File: config.mk
export PLATFORM = sky130hd
export DESIGN_NAME = fwec_ctrl
export DESIGN_NICKNAME = d
export VERILOG_FILES = /design/src/fwec_pkg.sv /design/src/fwec_fail_count.sv /design/src/fwec_ctrl.sv
export SDC_FILE = /design/constraint.sdc
export NUM_CORES = 1
export LEC_CHECK = 0
export ABC_AREA = 1
export BUFFER_PORTS_ARGS = -buffer_cell sky130_fd_sc_hd__buf_2
export CORE_ASPECT_RATIO = 1.1
export CORE_MARGIN = 5
export CORE_UTILIZATION = 58
export DETAILED_ROUTE_END_ITERATION = 16
export PLACE_DENSITY = 0.85
export SETUP_SLACK_MARGIN = 0.3
export SKIP_LAST_GASP = 1
export SLEW_MARGIN = 10
export SYNTH_ARGS = -nofsm -noshare
export SYNTH_HDL_FRONTEND = slang
export SYNTH_SLANG_ARGS = --single-unit
File: constraint.sdc
create_clock -name core_clk -period 3.1 [get_ports core_clk]
set_clock_uncertainty 0.1 [all_clocks]
set_input_delay 0.465 -clock core_clk [delete_from_list [all_inputs] [get_ports core_clk]]
set_output_delay 0.465 -clock core_clk [all_outputs]
set_load 0.01 [all_outputs]
File: src/fwec_pkg.sv
// Package: register map, field positions, reset values and enumerations of the flash sequencer
package fwec_pkg;

   // ==========================================================
   // Register byte offsets
   localparam logic [11:0] OFS_READ_CONTROL = 12'h0004;
   localparam logic [11:0] OFS_READ_DATA_CONTROL = 12'h0008;
   localparam logic [11:0] OFS_WRITE_CONTROL = 12'h000c;
   localparam logic [11:0] OFS_WRITE_COMMAND = 12'h0010;
   localparam logic [11:0] OFS_TARGET_ADDRESS_BUFFER = 12'h0014;
   localparam logic [11:0] OFS_PROGRAM_WORD_BUFFER = 12'h0018;
   localparam logic [11:0] OFS_CONTROLLER_STATUS = 12'h001c;
   localparam logic [11:0] OFS_CONFIG_KEY = 12'h003c;
   localparam logic [11:0] OFS_MASS_ERASE_GUARD = 12'h0040;

   // ==========================================================
   // Field positions
   localparam int READ_MODE_LSB = 20;
   localparam int READ_OUT_BUFFER_ON_BIT = 12;
   localparam int CACHE_AUTO_INVAL_OFF_BIT = 1;
   localparam int PAGES_TO_ERASE_LSB = 16;
   localparam int LOW_CURRENT_PROGRAM_BIT = 3;
   localparam int ERASE_STOP_ON_IRQ_BIT = 1;
   localparam int PROGRAM_ERASE_ENABLE_BIT = 0;
   localparam int RESET_WORD_BUFFER_CMD_BIT = 12;
   localparam int MASS_ERASE_CMD_BIT = 8;
   localparam int ERASE_STOP_CMD_BIT = 5;
   localparam int MULTI_PAGE_ERASE_CMD_BIT = 4;
   localparam int PROGRAM_STOP_CMD_BIT = 2;
   localparam int SINGLE_PAGE_ERASE_CMD_BIT = 1;
   localparam int MASS_ERASE_GUARD_BIT = 0;
   localparam int ST_FAIL_COUNT_LSB = 28;
   localparam int ST_WRITE_READY_BIT = 27;
   localparam int ST_ARRAY_POWERED_BIT = 24;
   localparam int ST_CONFIG_LOCKED_BIT = 16;
   localparam int ST_RANGE_SKIPPED_BIT = 7;
   localparam int ST_TIMEOUT_BIT = 6;
   localparam int ST_PENDING_BIT = 5;
   localparam int ST_ERASE_STOPPED_BIT = 4;
   localparam int ST_WORD_FREE_BIT = 3;
   localparam int ST_BAD_ADDRESS_BIT = 2;
   localparam int ST_REFUSED_BIT = 1;
   localparam int ST_BUSY_BIT = 0;

   // ==========================================================
   // Reset values and codes
   localparam logic [1:0] READ_MODE_RESET = 2'h2;
   localparam logic READ_OUT_BUFFER_ON_RESET = 1'b1;
   localparam logic MASS_ERASE_GUARD_RESET = 1'b1;
   localparam logic WRITE_READY_RESET = 1'b1;
   localparam logic WORD_FREE_RESET = 1'b1;
   localparam logic [15:0] CONFIG_UNLOCK_CODE = 16'h1b71;
   localparam logic [31:0] ZERO_WORD = 32'h0000_0000;
   // Highest mapped flash byte address; plain default
   localparam logic [31:0] FLASH_ADDR_LIMIT = 32'h000f_ffff;

   // ==========================================================
   // Sequencer states and operation kinds
   typedef enum logic [1:0] {FS_IDLE, FS_PEND, FS_RUN} fwec_state_t;
   typedef enum logic [2:0] {
      OP_NONE, OP_PROGRAM, OP_PAGE_ERASE, OP_RANGE_ERASE, OP_MASS_ERASE
   } fwec_op_t;

endpackage : fwec_pkg

File: src/fwec_fail_count.sv
// Saturating four-bit event counter for failed power-up pattern checks
`timescale 1ns/100ps
module fwec_fail_count
   import fwec_pkg::*;
(
   input wire logic core_clk, // Bus clock
   input wire logic sys_rst, // Synchronous reset, active high
   input wire logic bump, // One-cycle pulse per failed check
   output logic [3:0] count // Failures since reset
);

   // ==========================================================
   // State
   typedef struct packed {
      logic [3:0] cnt; // Failure tally
   } fwec_cnt_t;

   fwec_cnt_t cnt_reg; // Registered state
   fwec_cnt_t cnt_next; // Next state

   // Counts up and sticks at fifteen so wraparound never hides failures
   always_comb begin
      cnt_next = cnt_reg;
      if (bump && (cnt_reg.cnt != 4'hf)) begin
         cnt_next.cnt = cnt_reg.cnt + 4'h1;
      end
   end

   // Registers the state
   always_ff @(posedge core_clk) begin
      if (sys_rst) begin
         cnt_reg <= '0;
      end else begin
         cnt_reg <= cnt_next;
      end
   end

   assign count = cnt_reg.cnt;

endmodule : fwec_fail_count

File: src/fwec_ctrl.sv
// Flash write and erase controller: register file, command decode and sequencer
//
// Contract
// - Read mode selects zero to three wait states
// - Bit 12 routes reads through output buffer
// - Invalidate-off bit suppresses cache invalidate
// - Range count sets pages for range erase
// - Low-current bit selects slower programming mode
// - Erase-stop-on-irq lets interrupts end page erase
// - Write and erase need enable bit set; mass erase does not check it
// - Word buffer reset sets free and DMA
// - Mass erase refused while guard set, except engine
// - Erase stop command ends running erase
// - Range erase starts at buffered address
// - Program stop command ends running write
// - Page erase erases page at buffered address
// - Full 32-bit target address kept, MSB used
// - Program word taken whole, no byte mask
// - Status 31:28 counts pattern check failures
// - Status 27 shows array ready, resets one
// - Status 24 shows array powered
// - Status 16 shows configuration lock state
// - Status 7 flags range erase skipped pages
// - Status 6 flags timeout, cleared by write
// - Status 5 pending; new commands then ignored
// - Word free sets when programming completes, clears on write
// - Status 0 busy; start commands then ignored
// - Key 7025 unlocks control registers, else locks
// - Guard resets one; host sets, root clears
//
// Local design decision: register access over Avalon-MM.
`timescale 1ns/100ps
module fwec_ctrl
   import fwec_pkg::*;
(
   input wire logic core_clk, // Bus clock, 40 MHz
   input wire logic sys_rst, // Synchronous reset, active high
   input wire logic [11:0] avs_address, // Byte address
   input wire logic avs_read, // Read request
   input wire logic avs_write, // Write request
   input wire logic [31:0] avs_writedata, // Write data
   output logic [31:0] avs_readdata, // Read data
   output logic avs_waitrequest, // Stall while high
   input wire logic flash_op_done, // Array finished current operation
   input wire logic flash_write_timeout, // Write ended by buffer timeout
   input wire logic flash_range_skipped, // Range erase skipped a locked page
   input wire logic flash_pattern_fail, // Power-up pattern check failed
   input wire logic flash_powered, // Array supply is on
   input wire logic flash_write_ready, // Power-up sequence finished
   input wire logic cpu_irq, // Processor interrupt pending
   input wire logic se_mass_erase, // Security engine mass erase request
   input wire logic root_access, // Current bus master is root or debug
   output logic flash_op_start, // Start pulse for an array operation
   output logic [2:0] flash_op_kind, // Kind of operation
   output logic [31:0] flash_op_addr, // Target address
   output logic [31:0] flash_op_data, // Word to program
   output logic [7:0] flash_op_pages, // Pages for range erase
   output logic flash_op_abort, // Abort pulse for running operation
   output logic flash_low_current, // Reduced-current programming
   output logic [1:0] flash_wait_states, // Read wait states
   output logic flash_out_buf_en, // Read data output buffer enable
   output logic cache_invalidate, // Instruction cache invalidate pulse
   output logic dma_req // Word buffer may be refilled
);

   // ==========================================================
   // State
   typedef struct packed {
      logic [31:0] rdata; // Bus read data
      logic wait_n; // Low while answering
      logic [1:0] read_mode; // Wait-state selection
      logic out_buf_on; // Read output buffer
      logic inval_off; // Cache auto invalidate off
      logic [7:0] pages; // Range count
      logic low_current; // Low-current programming
      logic erase_irq_stop; // Erase stop on interrupt
      logic wr_enable; // Program and erase enable
      logic [31:0] addr; // Target address
      logic [31:0] word; // Program word
      logic word_loaded; // Word waiting to be programmed
      logic word_free; // Word buffer free
      logic locked; // Control registers locked
      logic guard; // Mass erase guard
      logic write_ready; // Array ready for commands
      logic powered; // Array powered
      logic range_skipped; // Range erase skipped pages
      logic timeout; // Write timeout
      logic erase_stopped; // Erase aborted by interrupt
      logic bad_addr; // Unmapped address loaded
      logic refused; // Last command refused
      fwec_state_t state; // Sequencer state
      fwec_op_t op; // Operation in flight
      logic op_start; // Start pulse
      logic op_abort; // Abort pulse
      logic inval; // Cache invalidate pulse
   } fwec_regs_t;

   fwec_regs_t st_reg; // Registered state
   fwec_regs_t st_next; // Next state
   logic [3:0] fail_count; // Pattern failure tally
   logic bus_take; // Request accepted this cycle
   logic wr_hit; // Accepted write
   logic [31:0] status_word; // Assembled status
   logic idle_free; // No command pending or running
   fwec_op_t new_op; // Command requested this cycle

   // ==========================================================
   // Failure counter
   fwec_fail_count u_fail_count (
      .core_clk(core_clk),
      .sys_rst(sys_rst),
      .bump(flash_pattern_fail),
      .count(fail_count)
   );

   // ==========================================================
   // Status word
   // Gathers live flags into the read-only status layout
   always_comb begin
      status_word = ZERO_WORD;
      status_word[ST_FAIL_COUNT_LSB +: 4] = fail_count;
      status_word[ST_WRITE_READY_BIT] = st_reg.write_ready;
      status_word[ST_ARRAY_POWERED_BIT] = st_reg.powered;
      status_word[ST_CONFIG_LOCKED_BIT] = st_reg.locked;
      status_word[ST_RANGE_SKIPPED_BIT] = st_reg.range_skipped;
      status_word[ST_TIMEOUT_BIT] = st_reg.timeout;
      status_word[ST_PENDING_BIT] = (st_reg.state == FS_PEND);
      status_word[ST_ERASE_STOPPED_BIT] = st_reg.erase_stopped;
      status_word[ST_WORD_FREE_BIT] = st_reg.word_free;
      status_word[ST_BAD_ADDRESS_BIT] = st_reg.bad_addr;
      status_word[ST_REFUSED_BIT] = st_reg.refused;
      status_word[ST_BUSY_BIT] = (st_reg.state == FS_RUN);
   end

   assign bus_take = (avs_read || avs_write) && st_reg.wait_n;
   assign wr_hit = bus_take && avs_write;
   assign idle_free = (st_reg.state == FS_IDLE);

   // ==========================================================
   // Next state
   // Bus slave, register writes, command decode and sequencer in one pass
   always_comb begin
      st_next = st_reg;
      new_op = OP_NONE;
      // Pulses last a single cycle
      st_next.op_start = 1'b0;
      st_next.op_abort = 1'b0;
      st_next.inval = 1'b0;
      st_next.write_ready = flash_write_ready;
      st_next.powered = flash_powered;

      // Bus handshake: one wait cycle, then answer for one cycle
      if (bus_take) begin
         st_next.wait_n = 1'b0;
      end else begin
         st_next.wait_n = 1'b1;
      end

      // Register reads; unmapped and command addresses read zero
      if (bus_take && avs_read) begin
         if (avs_address == OFS_READ_CONTROL) begin
            st_next.rdata = ZERO_WORD;
            st_next.rdata[READ_MODE_LSB +: 2] = st_reg.read_mode;
         end else if (avs_address == OFS_READ_DATA_CONTROL) begin
            st_next.rdata = ZERO_WORD;
            st_next.rdata[READ_OUT_BUFFER_ON_BIT] = st_reg.out_buf_on;
            st_next.rdata[CACHE_AUTO_INVAL_OFF_BIT] = st_reg.inval_off;
         end else if (avs_address == OFS_WRITE_CONTROL) begin
            st_next.rdata = ZERO_WORD;
            st_next.rdata[PAGES_TO_ERASE_LSB +: 8] = st_reg.pages;
            st_next.rdata[LOW_CURRENT_PROGRAM_BIT] = st_reg.low_current;
            st_next.rdata[ERASE_STOP_ON_IRQ_BIT] = st_reg.erase_irq_stop;
            st_next.rdata[PROGRAM_ERASE_ENABLE_BIT] = st_reg.wr_enable;
         end else if (avs_address == OFS_TARGET_ADDRESS_BUFFER) begin
            st_next.rdata = st_reg.addr;
         end else if (avs_address == OFS_PROGRAM_WORD_BUFFER) begin
            st_next.rdata = st_reg.word;
         end else if (avs_address == OFS_CONTROLLER_STATUS) begin
            st_next.rdata = status_word;
         end else if (avs_address == OFS_CONFIG_KEY) begin
            st_next.rdata = ZERO_WORD;
            st_next.rdata[0] = st_reg.locked;
         end else if (avs_address == OFS_MASS_ERASE_GUARD) begin
            st_next.rdata = ZERO_WORD;
            st_next.rdata[MASS_ERASE_GUARD_BIT] = st_reg.guard;
         end else begin
            st_next.rdata = ZERO_WORD;
         end
      end

      // Register writes; control registers only while unlocked
      if (wr_hit) begin
         if ((avs_address == OFS_READ_CONTROL) && !st_reg.locked) begin
            st_next.read_mode = avs_writedata[READ_MODE_LSB +: 2];
         end else if ((avs_address == OFS_READ_DATA_CONTROL) && !st_reg.locked) begin
            st_next.out_buf_on = avs_writedata[READ_OUT_BUFFER_ON_BIT];
            st_next.inval_off = avs_writedata[CACHE_AUTO_INVAL_OFF_BIT];
         end else if ((avs_address == OFS_WRITE_CONTROL) && !st_reg.locked) begin
            st_next.pages = avs_writedata[PAGES_TO_ERASE_LSB +: 8];
            st_next.low_current = avs_writedata[LOW_CURRENT_PROGRAM_BIT];
            st_next.erase_irq_stop = avs_writedata[ERASE_STOP_ON_IRQ_BIT];
            st_next.wr_enable = avs_writedata[PROGRAM_ERASE_ENABLE_BIT];
         end else if (avs_address == OFS_WRITE_COMMAND) begin
            // Stop commands act even while busy
            if (avs_writedata[ERASE_STOP_CMD_BIT] && (st_reg.state != FS_IDLE) &&
                (st_reg.op != OP_PROGRAM)) begin
               st_next.op_abort = 1'b1;
               st_next.state = FS_IDLE;
            end
            if (avs_writedata[PROGRAM_STOP_CMD_BIT] && (st_reg.state != FS_IDLE) &&
                (st_reg.op == OP_PROGRAM)) begin
               st_next.op_abort = 1'b1;
               st_next.state = FS_IDLE;
            end
            if (avs_writedata[RESET_WORD_BUFFER_CMD_BIT]) begin
               st_next.word_free = 1'b1;
               st_next.word_loaded = 1'b0;
            end
            // Start commands; ignored while pending or busy
            if (idle_free) begin
               if (avs_writedata[MASS_ERASE_CMD_BIT]) begin
                  new_op = OP_MASS_ERASE;
               end else if (avs_writedata[MULTI_PAGE_ERASE_CMD_BIT]) begin
                  new_op = OP_RANGE_ERASE;
               end else if (avs_writedata[SINGLE_PAGE_ERASE_CMD_BIT]) begin
                  new_op = OP_PAGE_ERASE;
               end
            end
         end else if (avs_address == OFS_TARGET_ADDRESS_BUFFER) begin
            st_next.addr = avs_writedata;
            st_next.bad_addr = (avs_writedata > FLASH_ADDR_LIMIT);
         end else if (avs_address == OFS_PROGRAM_WORD_BUFFER) begin
            st_next.word = avs_writedata;
            st_next.word_loaded = 1'b1;
            st_next.word_free = 1'b0;
         end else if (avs_address == OFS_CONFIG_KEY) begin
            st_next.locked = (avs_writedata[15:0] != CONFIG_UNLOCK_CODE);
         end else if (avs_address == OFS_MASS_ERASE_GUARD) begin
            if (avs_writedata[MASS_ERASE_GUARD_BIT]) begin
               st_next.guard = 1'b1;
            end else if (root_access) begin
               st_next.guard = 1'b0;
            end
         end
      end

      // Security engine may start a mass erase regardless of guard
      if (se_mass_erase && idle_free && (new_op == OP_NONE)) begin
         new_op = OP_MASS_ERASE;
      end

      // A loaded word starts programming when nothing else was asked
      if ((new_op == OP_NONE) && idle_free && st_reg.word_loaded && st_reg.wr_enable &&
          !(wr_hit && (avs_address == OFS_WRITE_COMMAND))) begin
         new_op = OP_PROGRAM;
      end

      // Command acceptance checks
      if (new_op != OP_NONE) begin
         if (!st_reg.write_ready) begin
            st_next.refused = 1'b1;
         end else if ((new_op == OP_MASS_ERASE) && st_reg.guard && !se_mass_erase) begin
            st_next.refused = 1'b1;
         end else if ((new_op != OP_MASS_ERASE) && !st_reg.wr_enable) begin
            st_next.refused = 1'b1;
         end else begin
            st_next.refused = 1'b0;
            st_next.op = new_op;
            st_next.state = FS_PEND;
            if (new_op == OP_PROGRAM) begin
               st_next.timeout = 1'b0;
               st_next.word_loaded = 1'b0;
            end else begin
               st_next.erase_stopped = 1'b0;
            end
            if (new_op == OP_RANGE_ERASE) begin
               st_next.range_skipped = 1'b0;
            end
         end
      end

      // Sequencer
      case (st_reg.state)
         FS_IDLE: begin
         end
         FS_PEND: begin
            // Launch the queued operation
            if (st_next.state == FS_PEND) begin
               st_next.op_start = 1'b1;
               st_next.state = FS_RUN;
               if (((st_reg.op == OP_PROGRAM) || (st_reg.op == OP_PAGE_ERASE)) &&
                   !st_reg.inval_off) begin
                  st_next.inval = 1'b1;
               end
            end
         end
         FS_RUN: begin
            if (st_next.state == FS_RUN) begin
               if ((st_reg.op == OP_PAGE_ERASE) && st_reg.erase_irq_stop && cpu_irq) begin
                  st_next.op_abort = 1'b1;
                  st_next.erase_stopped = 1'b1;
                  st_next.state = FS_IDLE;
               end else if (flash_op_done) begin
                  st_next.state = FS_IDLE;
                  if (st_reg.op == OP_PROGRAM) begin
                     st_next.word_free = 1'b1;
                  end
               end
            end
         end
         default: begin
            st_next.state = FS_IDLE;
         end
      endcase

      // Hardware flags set last so a same-cycle clear loses
      if (flash_write_timeout) begin
         st_next.timeout = 1'b1;
      end
      if (flash_range_skipped) begin
         st_next.range_skipped = 1'b1;
      end
   end

   // ==========================================================
   // Registers
   // Loads reset values, otherwise takes the next state
   always_ff @(posedge core_clk) begin
      if (sys_rst) begin
         st_reg <= '0;
         st_reg.wait_n <= 1'b1;
         st_reg.read_mode <= READ_MODE_RESET;
         st_reg.out_buf_on <= READ_OUT_BUFFER_ON_RESET;
         st_reg.word_free <= WORD_FREE_RESET;
         st_reg.guard <= MASS_ERASE_GUARD_RESET;
         st_reg.write_ready <= WRITE_READY_RESET;
         st_reg.state <= FS_IDLE;
         st_reg.op <= OP_NONE;
      end else begin
         st_reg <= st_next;
      end
   end

   // ==========================================================
   // Outputs straight from the state
   assign avs_readdata = st_reg.rdata;
   assign avs_waitrequest = st_reg.wait_n;
   assign flash_op_start = st_reg.op_start;
   assign flash_op_kind = st_reg.op;
   assign flash_op_addr = st_reg.addr;
   assign flash_op_data = st_reg.word;
   assign flash_op_pages = st_reg.pages;
   assign flash_op_abort = st_reg.op_abort;
   assign flash_low_current = st_reg.low_current;
   assign flash_wait_states = st_reg.read_mode;
   assign flash_out_buf_en = st_reg.out_buf_on;
   assign cache_invalidate = st_reg.inval;
   assign dma_req = st_reg.word_free;

endmodule : fwec_ctrl

==> flow_summary.json <==
{
  "start_kind": "flip-flop",
  "r2r_start": "avs_waitrequest$_SDFF_PP1_",
  "gp_congestion": 0.9415,
  "start_util": 0.5943,
  "drc": 0,
  "antenna_found_initial": 0,
  "power_leakage_uw": 0.003438,
  "worst_pin_slew_ns": 0.8583,
  "routedWlPerCell_um": 16.64,
  "ios": 173,
  "place_area_mm2": 0.006990,
  "ys_seq_area_frac": 0.3940,
  "clk_path_buf_depth": 2,
  "slew_viol_final": 0,
  "fillers": 1023,
  "cts_buffers": 17,
  "cts_max_level": 4,
  "die-area_mm2": 0.01410,
  "core-area_mm2": 0.01154,
  "status": "complete, no violations",
  "fin_ws_ns": 1.068,
  "final_cells": 1135,
  "path_clk_slew_ns": 0.06,
  "cp_max_fo": 13,
  "diodes": 0,
  "rsz0062_at_grt": "no",
  "ys_ff_latch": 135,
  "yosysUniqueCellTypes": 42,
  "final_cell_area_mm2": 0.007617,
  "cp-endpoint": "avs_readdata[5]$_SDFFE_PP0P_",
  "finish.utilization": 0.6599,
  "fmax_mhz": 492.2,
  "drive_above_1_share": 0.2721,
  "cts_tree": "built",
  "synthToLayoutAreaGrowth_pct": 11.05,
  "dp_hpwl_um": 13590,
  "p_per_area_mw_per_mm2": 537.2,
  "portBuffers": 172,
  "cts-resized-gates": 0,
  "vias": 6240,
  "ys_warn_count": 0,
  "maxCapViolations": 0,
  "clockRootBuffer": "clkbuf_16",
  "clock_sinks": 135,
  "r2r_end": "avs_readdata[5]$_SDFFE_PP0P_",
  "hp-class": "in -> reg",
  "r2r_slack_ns": 1.07,
  "grt_pass1_vias": 5881,
  "drt_iter0_markers": 577,
  "fp.dieW_um": 113.7,
  "post_cts_buffers": 0,
  "critical_path_arrival_ns": 2.27,
  "ant_nets": 0,
  "dp_cells": 1103,
  "reg2regPathDepth": 9,
  "max-slew-margin-rel": 0.4247,
  "first_pass_iters": 6,
  "gr-total-overflow": 0,
  "timing.final.crit_share": 0.6554,
  "finalHoldViolCount": 0,
  "rows": 41,
  "peakVddDrop_mv": 0.3767,
  "syn-instance-count": 919,
  "grt_pass1_wl_um": 29660,
  "avgSynthCellArea_um2": 7.464,
  "cp-startpoint": "avs_waitrequest$_SDFF_PP1_",
  "period_minus_slack_ns": 2.032,
  "cts_hold_buf": 0,
  "path_class": "reg -> reg",
  "crit_required_ns": 3.34,
  "drt_wl_total_um": 18890,
  "grt_util_all_layers": 0.2673,
  "preCtsSetupSlack_ns": 0.7146,
  "synthesis.area_mm2": 0.006859,
  "clock_latency_ns": 0.41,
  "setup-violations-final": 0,
  "finalNetCount": 1030,
  "routed_via_density": 5.498,
  "fin_setup_tns_ns": 0,
  "crit_path_end_kind": "flip-flop",
  "die_y_um": 124.1,
  "grt_max_degree": 61,
  "synth.net_count": 977
}
[layer usage]
layer,wire length [µm],GRT usage,vias up
li1,-,-,3021
met1,7410,0.3244,2860
met2,9136,0.4496,313
met3,1793,0.07580,46
met4,547,0.1044,0
met5,0,0,-
[critical path, cell delays in order, from the launching register on]
cell,delay [ns]
dfxtp_1,0.33
o21ai_1,0.07
inv_2,0.07
nand2_1,0.32
nor2_1,0.36
inv_1,0.08
nor2_1,0.10
buf_4,0.22
o21ai_0,0.15
a21oi_1,0.15
[logic make-up after synthesis]
family | synth area share
and+or+nand+nor | 0.1946
AOI/OAI and AO/OA | 0.1977
adders and majority gates | 0.001824
buffers and inverters | 0.2118
DFF | 0.3940
[cell usage in the layout (no fill, tap or decap), types with 6 or more instances in the layout]
| master | instances |
|---|---|
| buf_2 | 172 |
| o21ai_0 | 93 |
| o221ai_1 | 11 |
| inv_2 | 11 |
| dfxtp_1 | 135 |
| o21ai_1 | 18 |
| nand2_2 | 11 |
| nand2_1 | 120 |
| a21oi_1 | 91 |
| o22ai_1 | 7 |
| nor3_1 | 6 |
| nand3_1 | 28 |
| nor4_1 | 8 |
| o211ai_1 | 11 |
| buf_4 | 7 |
| nand4_1 | 9 |
| inv_1 | 101 |
| nor2_1 | 70 |
| clkbuf_16 | 17 |
[final cells by class]
| cell class | count | area (µm²) | area share |
|---|---|---|---|
| inverters | 115 | 440.4 | 0.05782 |
| multi-input cells | 522 | 2706 | 0.3553 |
| clock buffers | 21 | 480.5 | 0.06307 |
| well taps | 150 | 187.7 | 0.02464 |
| repair buffers | 181 | 953.4 | 0.1252 |
| flip-flops and latches | 135 | 2703 | 0.3548 |
| clock inverters | 11 | 146.4 | 0.01922 |
[stage by stage]
| stage | hold slack [ns] | power (µW) |
|---|---|---|
| after global routing | 0.1373 | 4208 |
| after CTS | 0.1254 | 4099 |
| final | 0.1342 | 4092 |
| after detailed placement | 0.3495 | 2023 |
| after floorplan | 0.2996 | 1925 |
| after global placement | 0.3499 | 2019 |
[synthesized netlist by cell type (all sizes together)]
cell type	instances	area (µm²)
o21ai	112	564.3
nor3	9	66.32
or2	1	6.260
o211ai	12	95.09
inv	113	426.7
clkbuf	22	82.58
nand4	10	77.57
o221ai	11	96.34
a21boi	1	11.26
nand2	133	539.3
nor4	8	50.05
clkinv	2	13.76
o22ai	7	43.79
a21oi	96	499.2
nand3	32	195.2
nand3b	1	7.510
a31oi	5	31.28
dfxtp	135	2703
ha	1	12.51
nor2	81	392.9
buf	125	929.6
a211oi	2	15.01
[where the power goes]
part	leakage, µW	switching [µW]	internal, µW
clock network	0.000305	753	1350
logic	0.00204	160	71.7
registers	0.00109	10.1	1750
[worst min-delay path by stage]
| stage | start | end | slack (ns) | depth (start not counted) |
|---|---|---|---|---|
| after floorplan | st_reg[94]$_SDFFE_PP0P_ | cache_invalidate$_SDFF_PP0_ | 0.30 | 1 |
| after global placement | avs_readdata[0]$_SDFFE_PP0P_ | avs_readdata[0]$_SDFFE_PP0P_ | 0.35 | 2 |
| after detailed placement | flash_op_addr[14]$_SDFFE_PP0P_ | flash_op_addr[14]$_SDFFE_PP0P_ | 0.35 | 2 |
| after CTS | flash_write_ready | st_reg[14]$_SDFF_PP1_ | 0.13 | 2 |
| after global routing | flash_write_ready | st_reg[14]$_SDFF_PP1_ | 0.14 | 2 |
| final | flash_write_ready | st_reg[14]$_SDFF_PP1_ | 0.13 | 2 |
(Power assumes the default switching activity.)
